<file path="src/design/serial_boot_consts.svh">
// Purpose: Offsets, field widths, reset values and counts for the serial boot loader.
// Assumes: Included by bare name from the package and the design file.
// Notes:   Widths are fixed; the byte total and ROM fill are plain defaults.
`ifndef SERIAL_BOOT_CONSTS_SVH
`define SERIAL_BOOT_CONSTS_SVH

`define WORD_W            24
`define BYTE_W            8
`define DIRECT_ADDR_W     18
`define PAGE_W            6
`define LAMP_W            4
`define FIFO_DEPTH        16
`define STACK_DEPTH       8
`define STACK_PTR_W       4
`define ROM_DEPTH         16

`define BOOT_BYTE_TOTAL   16'h0180
`define BOOT_LOAD_BASE    18'h00001
`define RUN_START_ADDR    24'h000001
`define RESET_FETCH_ADDR  24'h000000
`define ROM_ALIAS_PAGE    20'h02000
`define ROM_JUMP_OP       6'h2A
`define ROM_JUMP_TARGET   18'h20001
`define ROM_FILL_WORD     24'h000000

`define IO_INT_CTRL       2'h0
`define IO_SERIAL         2'h1
`define IO_ZERO_TX2       2'h2
`define IO_ONE_LAMPS      2'h3
`define CONST_ZERO        24'h000000
`define CONST_ONE         24'h000001
`define INT_CTRL_RESET    24'h000000

`endif

</file>
<file path="src/design/serial_boot_pkg.sv">
// Purpose: Types and shared decode helpers for the serial boot loader.
// Assumes: Constants come from the header.
// Notes:   None.
package serial_boot_pkg;
`include "serial_boot_consts.svh"

    typedef enum logic [1:0] {
        LD_LOAD  = 2'b00,
        LD_FLUSH = 2'b01,
        LD_RUN   = 2'b10
    } loadState_t;

    typedef logic [`WORD_W-1:0] word_t;

    // Location zero and the alias page both reach the boot ROM
    function automatic logic romHit(input word_t addr);
        romHit = (addr == `RESET_FETCH_ADDR) || (addr[`WORD_W-1:4] == `ROM_ALIAS_PAGE);
    endfunction

endpackage

</file>
<file path="src/design/serial_boot_loader_io_bus.sv">
// Purpose: Serial boot loader, boot ROM, PC redirect, stacks and I/O bus decode.
// Assumes: Received bytes arrive as valid/ready bytes from the command receiver.
// Notes:   Loading is done in hardware; the core fetches the ROM in parallel.
// What this block does
// RQ1: After reset fetch starts at location zero, decoded to the boot ROM.
// RQ2: Boot ROM holds sixteen words of loader program; here word zero is the jump and the other fifteen are ROM_FILL_WORD.
// RQ3: ROM word zero is an unconditional jump to address 20001 hex.
// RQ4: Loader takes a fixed byte count; host sends exactly that many.
// RQ5: Three bytes form one 24-bit word, first byte most significant.
// RQ6: Words are written to SRAM consecutively from address one.
// RQ7: After the full count, control passes to SRAM address one.
// RQ8: Byte counter and three-state position counter; exit only at total.
// RQ9: Core words are 24 bits with separate data and return stacks.
// RQ10: Direct addressing covers one page of 256K 24-bit words.
// RQ11: A full 24-bit address popped by return reaches any page.
// RQ12: I/O read at location zero returns interrupt control and status.
// RQ13: I/O write at location zero updates interrupt control and status.
// RQ14: I/O read at location one returns the last received byte.
// RQ15: I/O read at two returns zero, at three returns one.
// RQ16: I/O write at location one loads the first transmitter.
// RQ17: I/O write at location two loads the second transmitter.
// RQ18: I/O write at location three drives lamps from low four bits.
// RQ19: First link is two-way: boot and commands in, responses out.
// RQ20: Second link carries data only from device to host.
// RQ21: The command port also receives the boot code.
`timescale 1ns/1ps
`include "serial_boot_consts.svh"

module byte_fifo #(
    parameter int WIDTH = 8,
    parameter int DEPTH = 16
) (
    input  wire logic             core_clk,
    input  wire logic             reset,
    input  wire logic             inValid,
    input  wire logic [WIDTH-1:0] inData,
    output logic                  inReady,
    output logic                  outValid,
    output logic [WIDTH-1:0]      outData,
    input  wire logic             outReady
);
    localparam int AW = $clog2(DEPTH);

    logic [WIDTH-1:0] mem [DEPTH];
    logic [AW-1:0]    wrPtr_q;
    logic [AW-1:0]    rdPtr_q;
    logic [AW:0]      count_q;
    logic [AW:0]      count_d;
    logic             inReady_q;
    logic             push;
    logic             pop;

    assign outValid = (count_q != '0);
    assign outData  = mem[rdPtr_q];
    assign inReady  = inReady_q;
    assign push     = inValid && inReady_q;
    assign pop      = outValid && outReady;

    always_comb begin
        count_d = count_q;
        if (push && !pop) begin
            count_d = count_q + (AW+1)'(1);
        end else if (pop && !push) begin
            count_d = count_q - (AW+1)'(1);
        end
    end

    always_ff @(posedge core_clk) begin
        if (push) begin
            mem[wrPtr_q] <= inData;
        end
    end

    // Ready is registered so the source never sees a combinational path
    always_ff @(posedge core_clk) begin
        if (reset) begin
            wrPtr_q   <= '0;
            rdPtr_q   <= '0;
            count_q   <= '0;
            inReady_q <= 1'b0;
        end else begin
            if (push) begin
                wrPtr_q <= wrPtr_q + AW'(1);
            end
            if (pop) begin
                rdPtr_q <= rdPtr_q + AW'(1);
            end
            count_q   <= count_d;
            inReady_q <= (count_d != (AW+1)'(DEPTH));
        end
    end
endmodule // byte_fifo

module serial_boot_loader_io_bus
    import serial_boot_pkg::*;
(
    input  wire logic                      core_clk,
    input  wire logic                      reset,
    input  wire logic                      rxValid,
    input  wire logic [`BYTE_W-1:0]        rxData,
    output logic                           rxReady,
    output logic                           sramWrEn,
    output logic [`DIRECT_ADDR_W-1:0]      sramAddr,
    output logic [`WORD_W-1:0]             sramWrData,
    input  wire logic                      sramReady,
    output logic                           bootMode,
    input  wire logic                      fetchReq,
    input  wire logic [`WORD_W-1:0]        fetchAddr,
    output logic                           fetchFromRom,
    output logic [`WORD_W-1:0]             fetchData,
    output logic                           pcLoad,
    output logic [`WORD_W-1:0]             pcTarget,
    input  wire logic                      jumpExec,
    input  wire logic [`DIRECT_ADDR_W-1:0] jumpAddr,
    input  wire logic                      retPush,
    input  wire logic [`WORD_W-1:0]        retPushData,
    input  wire logic                      retExec,
    input  wire logic                      dataPush,
    input  wire logic                      dataPop,
    input  wire logic [`WORD_W-1:0]        dataPushData,
    output logic [`WORD_W-1:0]             dataTop,
    output logic [`STACK_PTR_W-1:0]        dataDepth,
    input  wire logic                      ioRd,
    input  wire logic                      ioWr,
    input  wire logic [1:0]                ioAddr,
    input  wire logic [`WORD_W-1:0]        ioWrData,
    output logic [`WORD_W-1:0]             ioRdData,
    output logic [`WORD_W-1:0]             intCtrl,
    output logic                           cmdTxValid,
    output logic [`BYTE_W-1:0]             cmdTxData,
    output logic                           dataTxValid,
    output logic [`BYTE_W-1:0]             dataTxData,
    output logic [`LAMP_W-1:0]             lamps
);
    // ROM image: word zero jumps into the alias page, rest is ROM_FILL_WORD
    localparam word_t ROM_IMAGE [`ROM_DEPTH] = '{
        {`ROM_JUMP_OP, `ROM_JUMP_TARGET}, `ROM_FILL_WORD, `ROM_FILL_WORD, `ROM_FILL_WORD,
        `ROM_FILL_WORD, `ROM_FILL_WORD, `ROM_FILL_WORD, `ROM_FILL_WORD,
        `ROM_FILL_WORD, `ROM_FILL_WORD, `ROM_FILL_WORD, `ROM_FILL_WORD,
        `ROM_FILL_WORD, `ROM_FILL_WORD, `ROM_FILL_WORD, `ROM_FILL_WORD};

    loadState_t                    ldState_q;
    logic [15:0]                   byteCnt_q;
    logic [1:0]                    bytePos_q;
    logic [15:0]                   wordHold_q;
    logic                          sramWrEn_q;
    logic [`DIRECT_ADDR_W-1:0]     sramAddr_q;
    word_t                         sramWrData_q;
    logic                          fifoOutValid;
    logic [`BYTE_W-1:0]            fifoOutData;
    logic                          fifoInReady;
    logic                          fifoPop;
    logic                          canTake;
    logic                          issueWrite;
    logic                          finishBoot;
    logic                          fetchFromRom_q;
    word_t                         fetchData_q;
    logic                          pcLoad_q;
    word_t                         pcTarget_q;
    logic [`PAGE_W-1:0]            page_q;
    word_t                         retMem [`STACK_DEPTH];
    logic [`STACK_PTR_W-1:0]       retPtr_q;
    word_t                         dataMem [`STACK_DEPTH];
    logic [`STACK_PTR_W-1:0]       dataPtr_q;
    word_t                         dataTop_q;
    logic                          retTake;
    word_t                         retTop;
    word_t                         ioRdData_q;
    word_t                         intCtrl_q;
    logic [`BYTE_W-1:0]            rxLast_q;
    logic                          cmdTxValid_q;
    logic [`BYTE_W-1:0]            cmdTxData_q;
    logic                          dataTxValid_q;
    logic [`BYTE_W-1:0]            dataTxData_q;
    logic [`LAMP_W-1:0]            lamps_q;
    logic                          bootMode_q;

    // Boot bytes and later commands share the one receive path
    byte_fifo #(
        .WIDTH (`BYTE_W),
        .DEPTH (`FIFO_DEPTH)
    ) u_rx_fifo (
        .core_clk (core_clk),
        .reset    (reset),
        .inValid  (rxValid),
        .inData   (rxData),
        .inReady  (fifoInReady),
        .outValid (fifoOutValid),
        .outData  (fifoOutData),
        .outReady (canTake)
    ); // see RQ21

    // A pending SRAM write stalls the drain, so back-pressure reaches the host
    assign canTake    = (ldState_q == LD_RUN) ||
                        ((ldState_q == LD_LOAD) && !(sramWrEn_q && !sramReady));
    assign fifoPop    = fifoOutValid && canTake;
    assign issueWrite = fifoPop && (ldState_q == LD_LOAD) && (bytePos_q == 2'd2); // see RQ5
    assign finishBoot = (ldState_q == LD_FLUSH) && (!sramWrEn_q || sramReady);
    assign retTake    = retExec && (retPtr_q != '0);
    assign retTop     = retMem[3'(retPtr_q - `STACK_PTR_W'(1))];

    always_ff @(posedge core_clk) begin
        if (reset) begin
            ldState_q <= LD_LOAD;
            byteCnt_q <= '0;
            bytePos_q <= '0;
        end else begin
            case (ldState_q)
                LD_LOAD: begin
                    if (fifoPop) begin
                        byteCnt_q <= byteCnt_q + 16'h0001; // see RQ8
                        bytePos_q <= (bytePos_q == 2'd2) ? 2'd0 : bytePos_q + 2'd1;
                        if (byteCnt_q == `BOOT_BYTE_TOTAL - 16'h0001) begin
                            ldState_q <= LD_FLUSH; // see RQ4
                        end
                    end
                end
                LD_FLUSH: begin
                    if (finishBoot) begin
                        ldState_q <= LD_RUN;
                    end
                end
                LD_RUN: begin
                    ldState_q <= LD_RUN;
                end
                default: begin
                    ldState_q <= LD_LOAD;
                end
            endcase
        end
    end

    // Word assembly and SRAM write port
    always_ff @(posedge core_clk) begin
        if (reset) begin
            wordHold_q   <= '0;
            sramWrEn_q   <= 1'b0;
            sramAddr_q   <= `BOOT_LOAD_BASE; // see RQ6
            sramWrData_q <= '0;
        end else begin
            if (fifoPop && ldState_q == LD_LOAD) begin
                wordHold_q <= {wordHold_q[7:0], fifoOutData};
            end
            if (sramWrEn_q && sramReady) begin
                sramAddr_q <= sramAddr_q + `DIRECT_ADDR_W'(1); // see RQ6
            end
            if (issueWrite) begin
                sramWrEn_q   <= 1'b1;
                sramWrData_q <= {wordHold_q, fifoOutData}; // see RQ5
            end else if (sramReady) begin
                sramWrEn_q <= 1'b0;
            end
        end
    end

    // Own flop so the core never sees a state decode glitch
    always_ff @(posedge core_clk) begin
        if (reset) begin
            bootMode_q <= 1'b1;
        end else if (finishBoot) begin
            bootMode_q <= 1'b0; // see RQ7
        end
    end

    // Boot ROM answer, visible only while booting
    always_ff @(posedge core_clk) begin
        if (reset) begin
            fetchFromRom_q <= 1'b0;
            fetchData_q    <= '0;
        end else begin
            fetchFromRom_q <= fetchReq && (ldState_q != LD_RUN) && romHit(fetchAddr); // see RQ1
            fetchData_q    <= ROM_IMAGE[fetchAddr[3:0]]; // see RQ2
        end
    end

    // PC redirect: reset, boot hand-over, full-address return, in-page jump
    always_ff @(posedge core_clk) begin
        if (reset) begin
            pcLoad_q   <= 1'b1;
            pcTarget_q <= `RESET_FETCH_ADDR; // see RQ1
            page_q     <= '0;
        end else begin
            pcLoad_q <= 1'b0;
            if (finishBoot) begin
                pcLoad_q   <= 1'b1;
                pcTarget_q <= `RUN_START_ADDR; // see RQ7
                page_q     <= '0;
            end else if (retTake) begin
                pcLoad_q   <= 1'b1;
                pcTarget_q <= retTop; // see RQ11
                page_q     <= retTop[`WORD_W-1:`DIRECT_ADDR_W];
            end else if (jumpExec) begin
                pcLoad_q   <= 1'b1;
                pcTarget_q <= {page_q, jumpAddr}; // see RQ10
            end
        end
    end

    // Return stack; a return in the same cycle beats a push
    always_ff @(posedge core_clk) begin
        if (reset) begin
            retPtr_q <= '0;
        end else if (retTake) begin
            retPtr_q <= retPtr_q - `STACK_PTR_W'(1);
        end else if (retPush && retPtr_q != `STACK_PTR_W'(`STACK_DEPTH)) begin
            retMem[retPtr_q[2:0]] <= retPushData; // see RQ9
            retPtr_q              <= retPtr_q + `STACK_PTR_W'(1);
        end
    end

    // Data stack; overflow pushes and underflow pops are dropped
    always_ff @(posedge core_clk) begin
        if (reset) begin
            dataPtr_q <= '0;
            dataTop_q <= '0;
        end else if (dataPush && dataPtr_q != `STACK_PTR_W'(`STACK_DEPTH)) begin
            dataMem[dataPtr_q[2:0]] <= dataPushData; // see RQ9
            dataPtr_q               <= dataPtr_q + `STACK_PTR_W'(1);
            dataTop_q               <= dataPushData;
        end else if (dataPop && dataPtr_q != '0) begin
            dataPtr_q <= dataPtr_q - `STACK_PTR_W'(1);
            dataTop_q <= (dataPtr_q > `STACK_PTR_W'(1)) ?
                         dataMem[3'(dataPtr_q - `STACK_PTR_W'(2))] : '0;
        end
    end

    // I/O bus reads, one cycle behind the strobe
    always_ff @(posedge core_clk) begin
        if (reset) begin
            ioRdData_q <= '0;
        end else if (ioRd) begin
            case (ioAddr)
                `IO_INT_CTRL:  ioRdData_q <= intCtrl_q; // see RQ12
                `IO_SERIAL:    ioRdData_q <= {16'h0000, rxLast_q}; // see RQ14
                `IO_ZERO_TX2:  ioRdData_q <= `CONST_ZERO; // see RQ15
                `IO_ONE_LAMPS: ioRdData_q <= `CONST_ONE; // see RQ15
                default:       ioRdData_q <= `CONST_ZERO;
            endcase
        end
    end

    // Last received byte, caught as it leaves the buffer
    always_ff @(posedge core_clk) begin
        if (reset) begin
            rxLast_q <= '0;
        end else if (fifoPop) begin
            rxLast_q <= fifoOutData; // see RQ14
        end
    end

    // I/O bus writes; transmit strobes last one cycle
    always_ff @(posedge core_clk) begin
        if (reset) begin
            intCtrl_q     <= `INT_CTRL_RESET;
            cmdTxValid_q  <= 1'b0;
            cmdTxData_q   <= '0;
            dataTxValid_q <= 1'b0;
            dataTxData_q  <= '0;
            lamps_q       <= '0;
        end else begin
            cmdTxValid_q  <= 1'b0;
            dataTxValid_q <= 1'b0;
            if (ioWr) begin
                case (ioAddr)
                    `IO_INT_CTRL: begin
                        intCtrl_q <= ioWrData; // see RQ13
                    end
                    `IO_SERIAL: begin
                        cmdTxValid_q <= 1'b1; // see RQ16 RQ19
                        cmdTxData_q  <= ioWrData[`BYTE_W-1:0];
                    end
                    `IO_ZERO_TX2: begin
                        dataTxValid_q <= 1'b1; // see RQ17 RQ20
                        dataTxData_q  <= ioWrData[`BYTE_W-1:0];
                    end
                    `IO_ONE_LAMPS: begin
                        lamps_q <= ioWrData[`LAMP_W-1:0]; // see RQ18
                    end
                    default: begin
                        lamps_q <= lamps_q;
                    end
                endcase
            end
        end
    end

    assign rxReady      = fifoInReady;
    assign sramWrEn     = sramWrEn_q;
    assign sramAddr     = sramAddr_q;
    assign sramWrData   = sramWrData_q;
    assign bootMode     = bootMode_q;
    assign fetchFromRom = fetchFromRom_q;
    assign fetchData    = fetchData_q;
    assign pcLoad       = pcLoad_q;
    assign pcTarget     = pcTarget_q;
    assign dataTop      = dataTop_q;
    assign dataDepth    = dataPtr_q;
    assign ioRdData     = ioRdData_q;
    assign intCtrl      = intCtrl_q;
    assign cmdTxValid   = cmdTxValid_q;
    assign cmdTxData    = cmdTxData_q;
    assign dataTxValid  = dataTxValid_q;
    assign dataTxData   = dataTxData_q;
    assign lamps        = lamps_q;
endmodule // serial_boot_loader_io_bus

</file>
<file path="config.mk">
export PLATFORM = sky130hd
export DESIGN_NAME = serial_boot_loader_io_bus
export DESIGN_NICKNAME = d
export VERILOG_FILES = /design/src/design/serial_boot_pkg.sv /design/src/design/serial_boot_loader_io_bus.sv
export VERILOG_INCLUDE_DIRS = /design/src /design/src/design
export SDC_FILE = /design/constraint.sdc
export NUM_CORES = 1
export LEC_CHECK = 0
export BUFFER_PORTS_ARGS = -buffer_cell sky130_fd_sc_hd__buf_2
export CORE_MARGIN = 2
export CORE_UTILIZATION = 35
export CTS_CLUSTER_DIAMETER = 200
export DETAILED_ROUTE_END_ITERATION = 8
export GPL_TIMING_DRIVEN = 0
export PLACE_DENSITY_LB_ADDON = 0.15
export SLEW_MARGIN = 10
export SYNTH_ARGS = -nofsm -noshare
export SYNTH_HDL_FRONTEND = slang
export SYNTH_SLANG_ARGS = --single-unit
export TNS_END_PERCENT = 20
</file>
<file path="constraint.sdc">
create_clock -name core_clk -period 4.35 [get_ports core_clk]
set_input_delay 1.0875 -clock core_clk [delete_from_list [all_inputs] [get_ports core_clk]]
set_output_delay 1.0875 -clock core_clk [all_outputs]
set_load 0.05 [all_outputs]
</file>
==> impl_results.md, run 1 <==
- Outcome: finished clean
- Setup TNS: 0 ns
- Post-DR vias/cell: 5.01
- Die area: 85100 um2
- Worst Hold Class: reg -> reg
- #FFs+latches synth: 753
- Share of layout cells above drive strength 1: 28.5%
- Pins Over Slew Limit: 0
- Pre-Repair DR Iteration Count: 7
- Total wire length: 75600 um
- Die height: 292 um
- Max Fanout on Critical Path: 24
- Mean Syn Cell Area: 15.0 um2
- Hold-critical path depth: 2
- CTS root buf: clkbuf_16
- Critical Path Most Common Cell: clkbuf_1
- Psw: 6.73 mW
- Hold_buf cts: 0
- Initial antenna violation count: 9
- Internal: 14.4 mW
- Comb power frac: 27.9%
- Worst vdd ir: 0.356 mV
- Fin worst setup slack: 0.280 ns
- Clock power share: 31.6%
- Sequential fraction of the synthesis area: 69.7%
- Worst path slowest cell: and3_2
- Final critical-path required period: 4.07 ns
- PortBufs: 309
- RePlAce Congestion: 0.788
- Clock transition at path regs: 0.06 ns
- Seq. cell area: 20200 um2
- Share of the synthesized area in the top cell type: 53.1%
- Dpl cells: 3339
- Crit start category: flip-flop
- Area growth from synthesis to layout: 20.6%
- Dpl ws: 0.269 ns
- Most common cell in the netlist: edfxtp_1
- Setup Skew: 0.0253 ns
- Final period utilization: 93.6%
- Critical path type: reg -> reg
- Post-CTS Setup Bufs: 0
- Largest cells by area after synthesis: edfxtp_1, dfxtp_1, mux4_2
- CP top delay family: buffers and inverters
- Combined area of the multi-input logic cells: 8200 um2
- R2R cell count: 8
- CTS tree: built
- CTS max path bufs: 3
- First-pass GRT wire length: 114000 um
- H-tree levels: 3
- DRC Markers: 0
- Core area: 82000 um2
- Post-DP HPWL: 51500 um
- Ports: 329
- Starting density of the core: 35.3%
- Antenna-violating nets left: 0
- Synthesis Warnings: 0
- Synthesized area: 29000 um2
- GRT Overall Usage: 17.7%
- Worst path cell trace: clkbuf_1 -> buf_1 -> inv_1 -> ha_1 -> a31oi_1 -> clkbuf_1 -> nor2b_1 -> and3_2
- Leading area contributor after synthesis: edfxtp_1
- Vias post-DR: 17500
- Clk sink count: 753
- Cell count after synthesis: 1925
- Crit-path max cell delay: 0.82 ns
- Fin Hold WS: 0.451 ns
- Post-Layout Cell Count: 3498
- Final hold violation count: 0
- WP data required: 4.59 ns
- LEAKAGE: 12.3 nW
- Buf/Inv on CP: 4
- Die X: 292 um
- Critical path arrival: 4.31 ns
- Async SR Flop Fraction: 0%
- Commonest cells post-synth: edfxtp_1, dfxtp_1, nand2_1
- Largest net degree at the start of global routing: 25
- R2R Path End: dataMem[2][11]
- Grt ovf: 0
- Switching Fraction: 31.8%
- Post-synth EDFFs: 512
- TritonCTS Buffers: 83
- Setup violations, final: 0
- Actual slew at the worst max-slew pin: 1.20 ns
- Layout Nets: 2512
- Skew-Pair Late Insertion Delay: 0.62 ns
- DRT iter0 DRCs: 1080
- Max Cap Viol: 0
- FF-to-FF Start: dataDepth[1]
- Hold path endpoint: sramWrData[21]
- Fillers: 7550
- Fmax: 246 MHz
- Routed WL per cell: 21.6 um
- Fraction of power consumed by sequential logic: 40.5%
- Floorplan row count: 105
- Vias in the first global route: 18200
- R2R Setup Slk: 0.28 ns
- Post-cts resize count: 0
- Prevailing post-synth register cell: edfxtp_1
- Crit end category: flip-flop
- Unrepaired setup endpoints after global routing: no
- Yosys cell types: 58
- Worst rel slew slack: 20.3%
- HP Start: sramWrData[21]
- Cell area power density: 606 nW/um2
## cell usage in the layout, fill, tap and decap left out, drive strengths merged, types with 16 or more instances in the layout
| cell | netlist | layout |
|---|---|---|
| and3 | 16 | 16 |
| a22oi | 19 | 19 |
| nor2b | 27 | 27 |
| buf | 62 | 388 |
| a222oi | 24 | 24 |
| a21oi | 156 | 156 |
| nor2 | 149 | 149 |
| clkbuf | 69 | 197 |
| mux2 | 31 | 31 |
| inv | 21 | 23 |
| nand2 | 227 | 227 |
| conb | 1 | 19 |
| xnor2 | 17 | 17 |
| dfxtp | 241 | 241 |
| ha | 22 | 22 |
| xor2 | 26 | 26 |
| clkinv | 0 | 23 |
| o21ai | 48 | 48 |
| mux4 | 136 | 136 |
| edfxtp | 512 | 512 |
## logic make-up after synthesis
family / synth area share [%]
buf+inv: 2.49
fa+ha+maj: 0.950
simple gates: 7.71
compound gates: 5.74
other cells: 0.0129
flops: 69.7
xor+xnor: 1.30
mux: 12.1
## power by group through the flow
| stage | Clock, mW | Combinational [mW] | Sequential [mW] |
|---|---|---|---|
| after floorplan | 0 | 3.61 | 9.26 |
| after global placement | 0 | 5.85 | 8.72 |
| after detailed placement | 0 | 6.01 | 8.73 |
| after CTS | 6.88 | 6.02 | 8.58 |
| after global routing | 7.17 | 6.41 | 8.64 |
| final | 6.68 | 5.91 | 8.58 |
## area by class of cell
type	count	share of cell area, %
Antenna cell	4	0.0287
Inverter	21	0.226
Multi-Input combinational cell	1038	23.5
Sequential cell	753	57.8
Clock inverter	27	0.573
Buffer	131	1.84
Tap cell	1070	3.83
Clock buffer	128	6.89
Timing Repair Buffer	326	5.32
## sequential cells by signal (all words and copies together), names as in the netlist, 4 cells and up, named ones only
register and cells:
byteCnt_q 16, cmdTxData 8, dataDepth 4, dataMem 192
dataTop 24, dataTxData 8, intCtrl 24, ioRdData 24
lamps 4, page_q 6, pcTarget 24, retMem 192
retPtr_q 4, rxLast_q 8, sramAddr 18, sramWrData 24
u_rx_fifo.count_q 5, u_rx_fifo.mem 128, u_rx_fifo.rdPtr_q 4, u_rx_fifo.wrPtr_q 4
wordHold_q 16
## metrics by stage
step                util (%)  instance area, um2  power [mW]
CTS                     42.6               34900        21.5
floorplan                  -               29000        12.9
global route            42.6               34900        22.2
global placement        38.9               31900        14.6
detailed placement      39.4               32300        14.7
finish                  42.6               34900        21.2
## worst max path at each step
stage / from / end / slack (ns) / depth (start not counted)
after global placement: retPtr_q[0] / retMem[1][15] / -2.13 / 9
after detailed placement: reset / flip-flop / 0.27 / 5
final: dataDepth[1] / dataMem[2][11] / 0.28 / 8
after floorplan: retPtr_q[0] / retMem[1][0] / 0.32 / 9
after global routing: dataDepth[1] / dataMem[2][11] / 0.08 / 8
after CTS: dataDepth[1] / dataMem[1][19] / 0.31 / 8
## layer usage
metal  part of all wire, %  wire (um)  track usage [%]
met5                 0.090         68                0
met4                   2.0       1480             4.95
met3                   5.9       4420             3.34
met2                    50      37700             30.4
met1                    42      31900             22.8
## worst reg2reg max path, cell delays in order (launching register included)
cell	delay (ns)
dfxtp_1	0.43
clkbuf_1	0.21
buf_1	0.58
inv_1	0.29
ha_1	0.28
a31oi_1	0.21
clkbuf_1	0.44
nor2b_1	0.44
and3_2	0.82
No activity file was read; power rests on OpenSTA's default activity.
==> run 2, diff against run 1 <==
- CORE_UTILIZATION: 35 -> 53
==> run 2 against run 1 <==
Against the previous run:
- combinational power shrank 0.8%
- global-route usage increased by 6.9 points
- clock skew fell by 0.0070 ns
- sequential share of layout area grew 1.1 points
- largest cell class unchanged
- final area down 1.9%
- register-to-register slack worse by 0.03 ns
- worst hold slack improved by 0.0039 ns
- highest routed layer unchanged
- die area fell by 34%
- setup slack worse by 0.032 ns
==> impl_results.md, run 2 (synthesis gave the netlist of run 1 again) <==
- Vias post-DR: 17800 (+1.5%)
- Unrepaired setup endpoints after global routing: yes
- Floorplan row count: 85 (-19%)
- CTS tree: built
- Worst rel slew slack: 32.8% (+12 points)
- GRT Overall Usage: 24.6% (+6.9 points)
- WP data required: 4.59 ns (about the same)
- Clock transition at path regs: 0.06 ns (about the same)
- Worst path slowest cell: and3_2
- Area growth from synthesis to layout: 18.3%
- Setup Skew: 0.0182 ns (-0.00704 ns)
- Vias in the first global route: 17800 (-2.2%)
- Post-DR vias/cell: 5.72 (+14%)
- Die height: 238 um (-18%)
- Fmax: 244 MHz (-0.78%)
- CTS root buf: clkbuf_16
- Clk sink count: 753 (unchanged)
- CTS max path bufs: 3 (unchanged)
- Cell area power density: 613 nW/um2 (+1.2%)
- Buf/Inv on CP: 4 (unchanged)
- DRC Markers: 0 (unchanged)
- PortBufs: 309 (unchanged)
- Worst vdd ir: 0.471 mV (+32%)
- Die area: 56500 um2 (-34%)
- Grt ovf: 0 (unchanged)
- Pins Over Slew Limit: 0 (unchanged)
- Worst path cell trace: clkbuf_1 -> buf_1 -> inv_1 -> ha_1 -> a31oi_1 -> clkbuf_1 -> nor2b_1 -> and3_2
- Share of layout cells above drive strength 1: 28.3% (-0.25 points)
- Actual slew at the worst max-slew pin: 1.01 ns (-0.187 ns)
- Setup violations, final: 0 (unchanged)
- H-tree levels: 3 (unchanged)
- Post-CTS Setup Bufs: 0 (unchanged)
- DRT iter0 DRCs: 1484 (+37%)
- Max Fanout on Critical Path: 24 (unchanged)
- LEAKAGE: 12.2 nW (-0.77%)
- Fillers: 3946 (-48%)
- Final hold violation count: 0 (unchanged)
- Skew-Pair Late Insertion Delay: 0.62 ns (about the same)
- Ports: 329 (unchanged)
- Most common cell after layout, fill and taps aside: edfxtp_1
- Post-DP HPWL: 46100 um (-11%)
- Die X: 238 um (-18%)
- Largest net degree at the start of global routing: 25 (unchanged)
- Antenna-violating nets left: 0 (unchanged)
- Final critical-path required period: 4.10 ns (+0.0320 ns)
- Layout Nets: 2499 (-0.52%)
- Critical Path Most Common Cell: clkbuf_1
- Worst Hold Class: reg -> reg
- Outcome: finished clean
- Crit-path max cell delay: 0.79 ns (-0.03 ns)
- Area post-placement: 31700 um2 (-1.8%)
- Final Util: 63.6% (+21 points)
- Critical path type: reg -> reg
- Routed WL per cell: 22.3 um (+3.3%)
- Hold_buf cts: 0 (unchanged)
- RePlAce Congestion: 0.836 (+6.1%)
- Final period utilization: 94.3% (+0.74 points)
- CP top delay family: buffers and inverters
- Total wire length: 69300 um (-8.3%)
- Crit start category: flip-flop
- Crit end category: flip-flop
- Critical path arrival: 4.34 ns (+0.03 ns)
- Core area: 53900 um2 (-34%)
- First-pass GRT wire length: 105000 um (-7.8%)
- Max Cap Viol: 0 (unchanged)
- Commonest non-fill, non-tap cells in the layout: edfxtp_1, buf_2, dfxtp_1
- Initial antenna violation count: 8 (-1)
- R2R Setup Slk: 0.25 ns (-0.03 ns)
- Starting density of the core: 53.7% (+18 points)
- TritonCTS Buffers: 75 (-9.6%)
- Fin area: 34300 um2 (-1.9%)
- Pre-Repair DR Iteration Count: 9 (+2)
## run 2: where the power goes
| part | internal, mW | leakage, nW | switching [mW] |
|---|---|---|---|
| clock | 3.92 | 1.23 | 2.66 |
| sequential | 8.26 | 6.58 | 0.320 |
| combinational | 2.29 | 4.40 | 3.58 |
| total | 14.5 | 12.2 | 6.55 |
## run 2: timing repair
item                                    4_1_cts  5_1_grt
endpoints found under the setup margin        0       15
resized for setup                             0        1
hold endpoints to repair                      0        0
## run 2: final timing paths
path | start | to | cells after the start
min | sramWrData[16] | sramWrData[16] | 2
max reg2reg | dataDepth[1] | dataMem[5][9] | 8
max | dataDepth[1] | dataMem[5][9] | 8
min reg2reg | sramWrData[16] | sramWrData[16] | 2
## run 2: stage by stage
stage               std cells  TNS, ns  power (mW)  setup WS, ns  hold WS [ns]
floorplan                1943        0        12.9         0.325         0.432
global placement         2948  -165.04        14.4         -1.84         0.435
detailed placement       2960        0        14.6         0.290         0.440
CTS                      3099        0        21.1         0.256         0.456
global route             3102   -0.471        21.9       -0.0253         0.478
finish                   3105        0        21.0         0.248         0.455
## run 2: cell type report
class | count | area, um2 | area share, %
clock inverter | 30 | 405 | 1.18
sequential | 753 | 20200 | 58.9
buffer | 131 | 643 | 1.88
clock buffer | 109 | 2110 | 6.14
multi-input combinational | 1038 | 8200 | 23.9
tap | 696 | 871 | 2.54
antenna | 6 | 15.0 | 0.0438
timing repair buffer | 321 | 1760 | 5.13
inverter | 21 | 78.8 | 0.230
## run 2: routing by layer
layer	vias to the layer above	routed length [um]	track usage [%]	part of all wire (%)
met3	116	4850	4.63	7.0
met2	680	33700	40.4	49
met5	-	39	0	0.056
met1	8910	29200	33.3	42
met4	6	1580	8.00	2.3
li1	8064	-	-	-
## run 2: worst register-to-register path, stage by stage, from the launching register on
cell and delay [ns]:
dfxtp_1 0.44, clkbuf_1 0.21, buf_1 0.59, inv_1 0.27, ha_1 0.27, a31oi_1 0.22
clkbuf_1 0.47, nor2b_1 0.44, and3_2 0.79
==> run 3, diff against run 2 <==
- PLACE_DENSITY_LB_ADDON: 0.15 -> 0.12
==> run 3 against run 2 <==
Against the previous run:
- cell count barely moved
- critical path type unchanged
- worst hold slack is essentially flat
- setup slack better by 0.045 ns
- combinational power barely moved
- global-route usage fell by 0.29 points
- register-to-register slack improved by 0.05 ns
- routed wire length shrank 0.96%
- first-iteration DRC count fell by 2.0%
- sequential share of layout area is essentially flat
- highest routed layer unchanged
- count of clock-buffer cells in the layout is 4 lower
- sequential power is essentially flat
- power decreased by 0.57%
==> impl_results.md, run 3 (synthesis gave the netlist of run 1 again) <==
- GRT Overall Usage: 24.3% (-0.29 points)
- CTS tree: built
- Max Fanout on Critical Path: 24 (unchanged)
- RePlAce Congestion: 0.820 (-1.9%)
- Antenna-violating nets left: 0 (unchanged)
- Unrepaired setup endpoints after global routing: no
- Critical path type: reg -> reg
- Crit start category: flip-flop
- WP depth: 8 (unchanged)
- Actual slew at the worst max-slew pin: 1.22 ns (+0.208 ns)
- Hold-critical path depth: 2 (unchanged)
- Layout Nets: 2501 (+0.080%)
- Fmax: 246 MHz (+1.1%)
- Worst rel slew slack: 18.2% (-15 points)
- Crit-path max cell delay: 0.79 ns (about the same)
- First-pass GRT wire length: 104000 um (-1.3%)
- H-tree levels: 3 (unchanged)
- Pins Over Slew Limit: 0 (unchanged)
- Core area: 53900 um2 (unchanged)
- Critical path arrival: 4.30 ns (-0.04 ns)
- Crit end category: flip-flop
- Floorplan row count: 85 (unchanged)
- Worst Hold Class: reg -> reg
- Die height: 238 um (unchanged)
- Area growth from synthesis to layout: 18.4% (about the same)
- DRC Markers: 0 (unchanged)
- Skew-Pair Late Insertion Delay: 0.62 ns (about the same)
- Final hold violation count: 0 (unchanged)
- Ports: 329 (unchanged)
- Fillers: 3997 (+1.3%)
- Die area: 56500 um2 (unchanged)
- Initial antenna violation count: 9 (+1)
- Post-cts resize count: 0 (unchanged)
- Clock transition at path regs: 0.06 ns (about the same)
- CP top delay family: buffers and inverters
- Share of layout cells above drive strength 1: 28.6% (+0.38 points)
- Post-DR vias/cell: 5.71 (-0.18%)
- Dpl cells: 2960 (unchanged)
- Starting density of the core: 53.7% (unchanged)
- Post-DP HPWL: 45900 um (-0.25%)
- Vias post-DR: 17700 (-0.15%)
- PortBufs: 309 (unchanged)
- Setup TNS: 0 ns (unchanged)
- Setup Skew: 0.0266 ns (+0.00840 ns)
- Grt ovf: 0 (unchanged)
- Pre-Repair DR Iteration Count: 6 (-3)
- Critical Path Most Common Cell: clkbuf_1
- WP data required: 4.59 ns (about the same)
- Final Util: 63.6% (about the same)
- Final period utilization: 93.3% (-1.0 points)
- Post-CTS Setup Bufs: 0 (unchanged)
- Outcome: finished clean
- Max Cap Viol: 0 (unchanged)
- LEAKAGE: 12.2 nW (+0.11%)
- Cell area power density: 610 nW/um2 (-0.59%)
- Post-Layout Cell Count: 3106 (+0.032%)
- CTS max path bufs: 3 (unchanged)
- Vias in the first global route: 17700 (-0.44%)
- DRT iter0 DRCs: 1454 (-2.0%)
- Most common cell after layout, fill and taps aside: edfxtp_1
- Final critical-path required period: 4.06 ns (-0.0450 ns)
- Worst path cell trace: clkbuf_1 -> buf_1 -> inv_1 -> ha_1 -> a31oi_1 -> clkbuf_1 -> nor2b_1 -> and3_2
- Worst vdd ir: 0.389 mV (-18%)
- Worst path slowest cell: and3_2
- Routed WL per cell: 22.1 um (-0.99%)
- Commonest non-fill, non-tap cells in the layout: edfxtp_1, buf_2, dfxtp_1
- CTS root buf: clkbuf_16
- Die X: 238 um (unchanged)
- TritonCTS Buffers: 77 (+2.7%)
- R2R cell count: 8 (unchanged)
- Setup violations, final: 0 (unchanged)
- Total wire length: 68600 um (-0.96%)
- Hold_buf cts: 0 (unchanged)
- Clk sink count: 753 (unchanged)
- Buf/Inv on CP: 4 (unchanged)
- Largest net degree at the start of global routing: 25 (unchanged)
-- run 3: changes by cell type in the layout (fill, tap and decap cells not counted), moves of 3 or more --
cell	before	now
bufinv_16	9	4
clkbuf_1	94	82
clkbuf_16	76	79
clkbuf_8	8	13
clkinv_1	3	8
clkinv_2	11	15
clkinvlp_4	0	4
-- run 3: area by class of cell --
type | instances | area (um2) | share of cell area, %
Clock inverter | 37 | 308 | 0.898
Tap cell | 696 | 871 | 2.54
Antenna cell | 4 | 10.0 | 0.0292
Timing Repair Buffer | 321 | 1770 | 5.17
Clock buffer | 105 | 2200 | 6.43
Inverter | 21 | 78.8 | 0.230
Buffer | 131 | 643 | 1.88
Multi-Input combinational cell | 1038 | 8200 | 23.9
Sequential cell | 753 | 20200 | 58.9
-- run 3: final timing paths --
check                 start        endpoint  slack [ns]
max            dataDepth[1]  dataMem[6][20]        0.29
min          sramWrData[18]  sramWrData[18]        0.46
max reg2reg    dataDepth[1]  dataMem[6][20]        0.29
min reg2reg  sramWrData[18]  sramWrData[18]        0.46
-- run 3: power breakdown --
group | internal [mW] | switching [mW]
combinational | 2.29 | 3.54
sequential | 8.26 | 0.320
clock | 3.80 | 2.69
total | 14.3 | 6.55
-- run 3: stage by stage --
stage | hold WS, ns | total power [mW] | setup WS (ns) | instance area, um2
final | 0.455 | 20.9 | 0.293 | 34300
after global routing | 0.476 | 21.8 | 0.143 | 34300
after CTS | 0.457 | 21.1 | 0.325 | 34300
after detailed placement | 0.448 | 14.6 | 0.333 | 31800
after global placement | 0.432 | 14.4 | -1.70 | 31400
after floorplan | 0.432 | 12.9 | 0.325 | 29000
-- run 3: worst register-to-register path: stages (launching register included) --
cell,delay (ns)
dfxtp_1,0.43
clkbuf_1,0.21
buf_1,0.59
inv_1,0.27
ha_1,0.29
a31oi_1,0.22
clkbuf_1,0.46
nor2b_1,0.42
and3_2,0.79
-- run 3: layer usage --
metal  share of wire, %  global-route usage, %  up-vias
met5              0.051                      0        -
met1                 41                   33.4     8897
met4                1.7                   6.80        6
li1                   -                      -     8075
met3                7.7                   4.23       88
met2                 49                   40.3      683
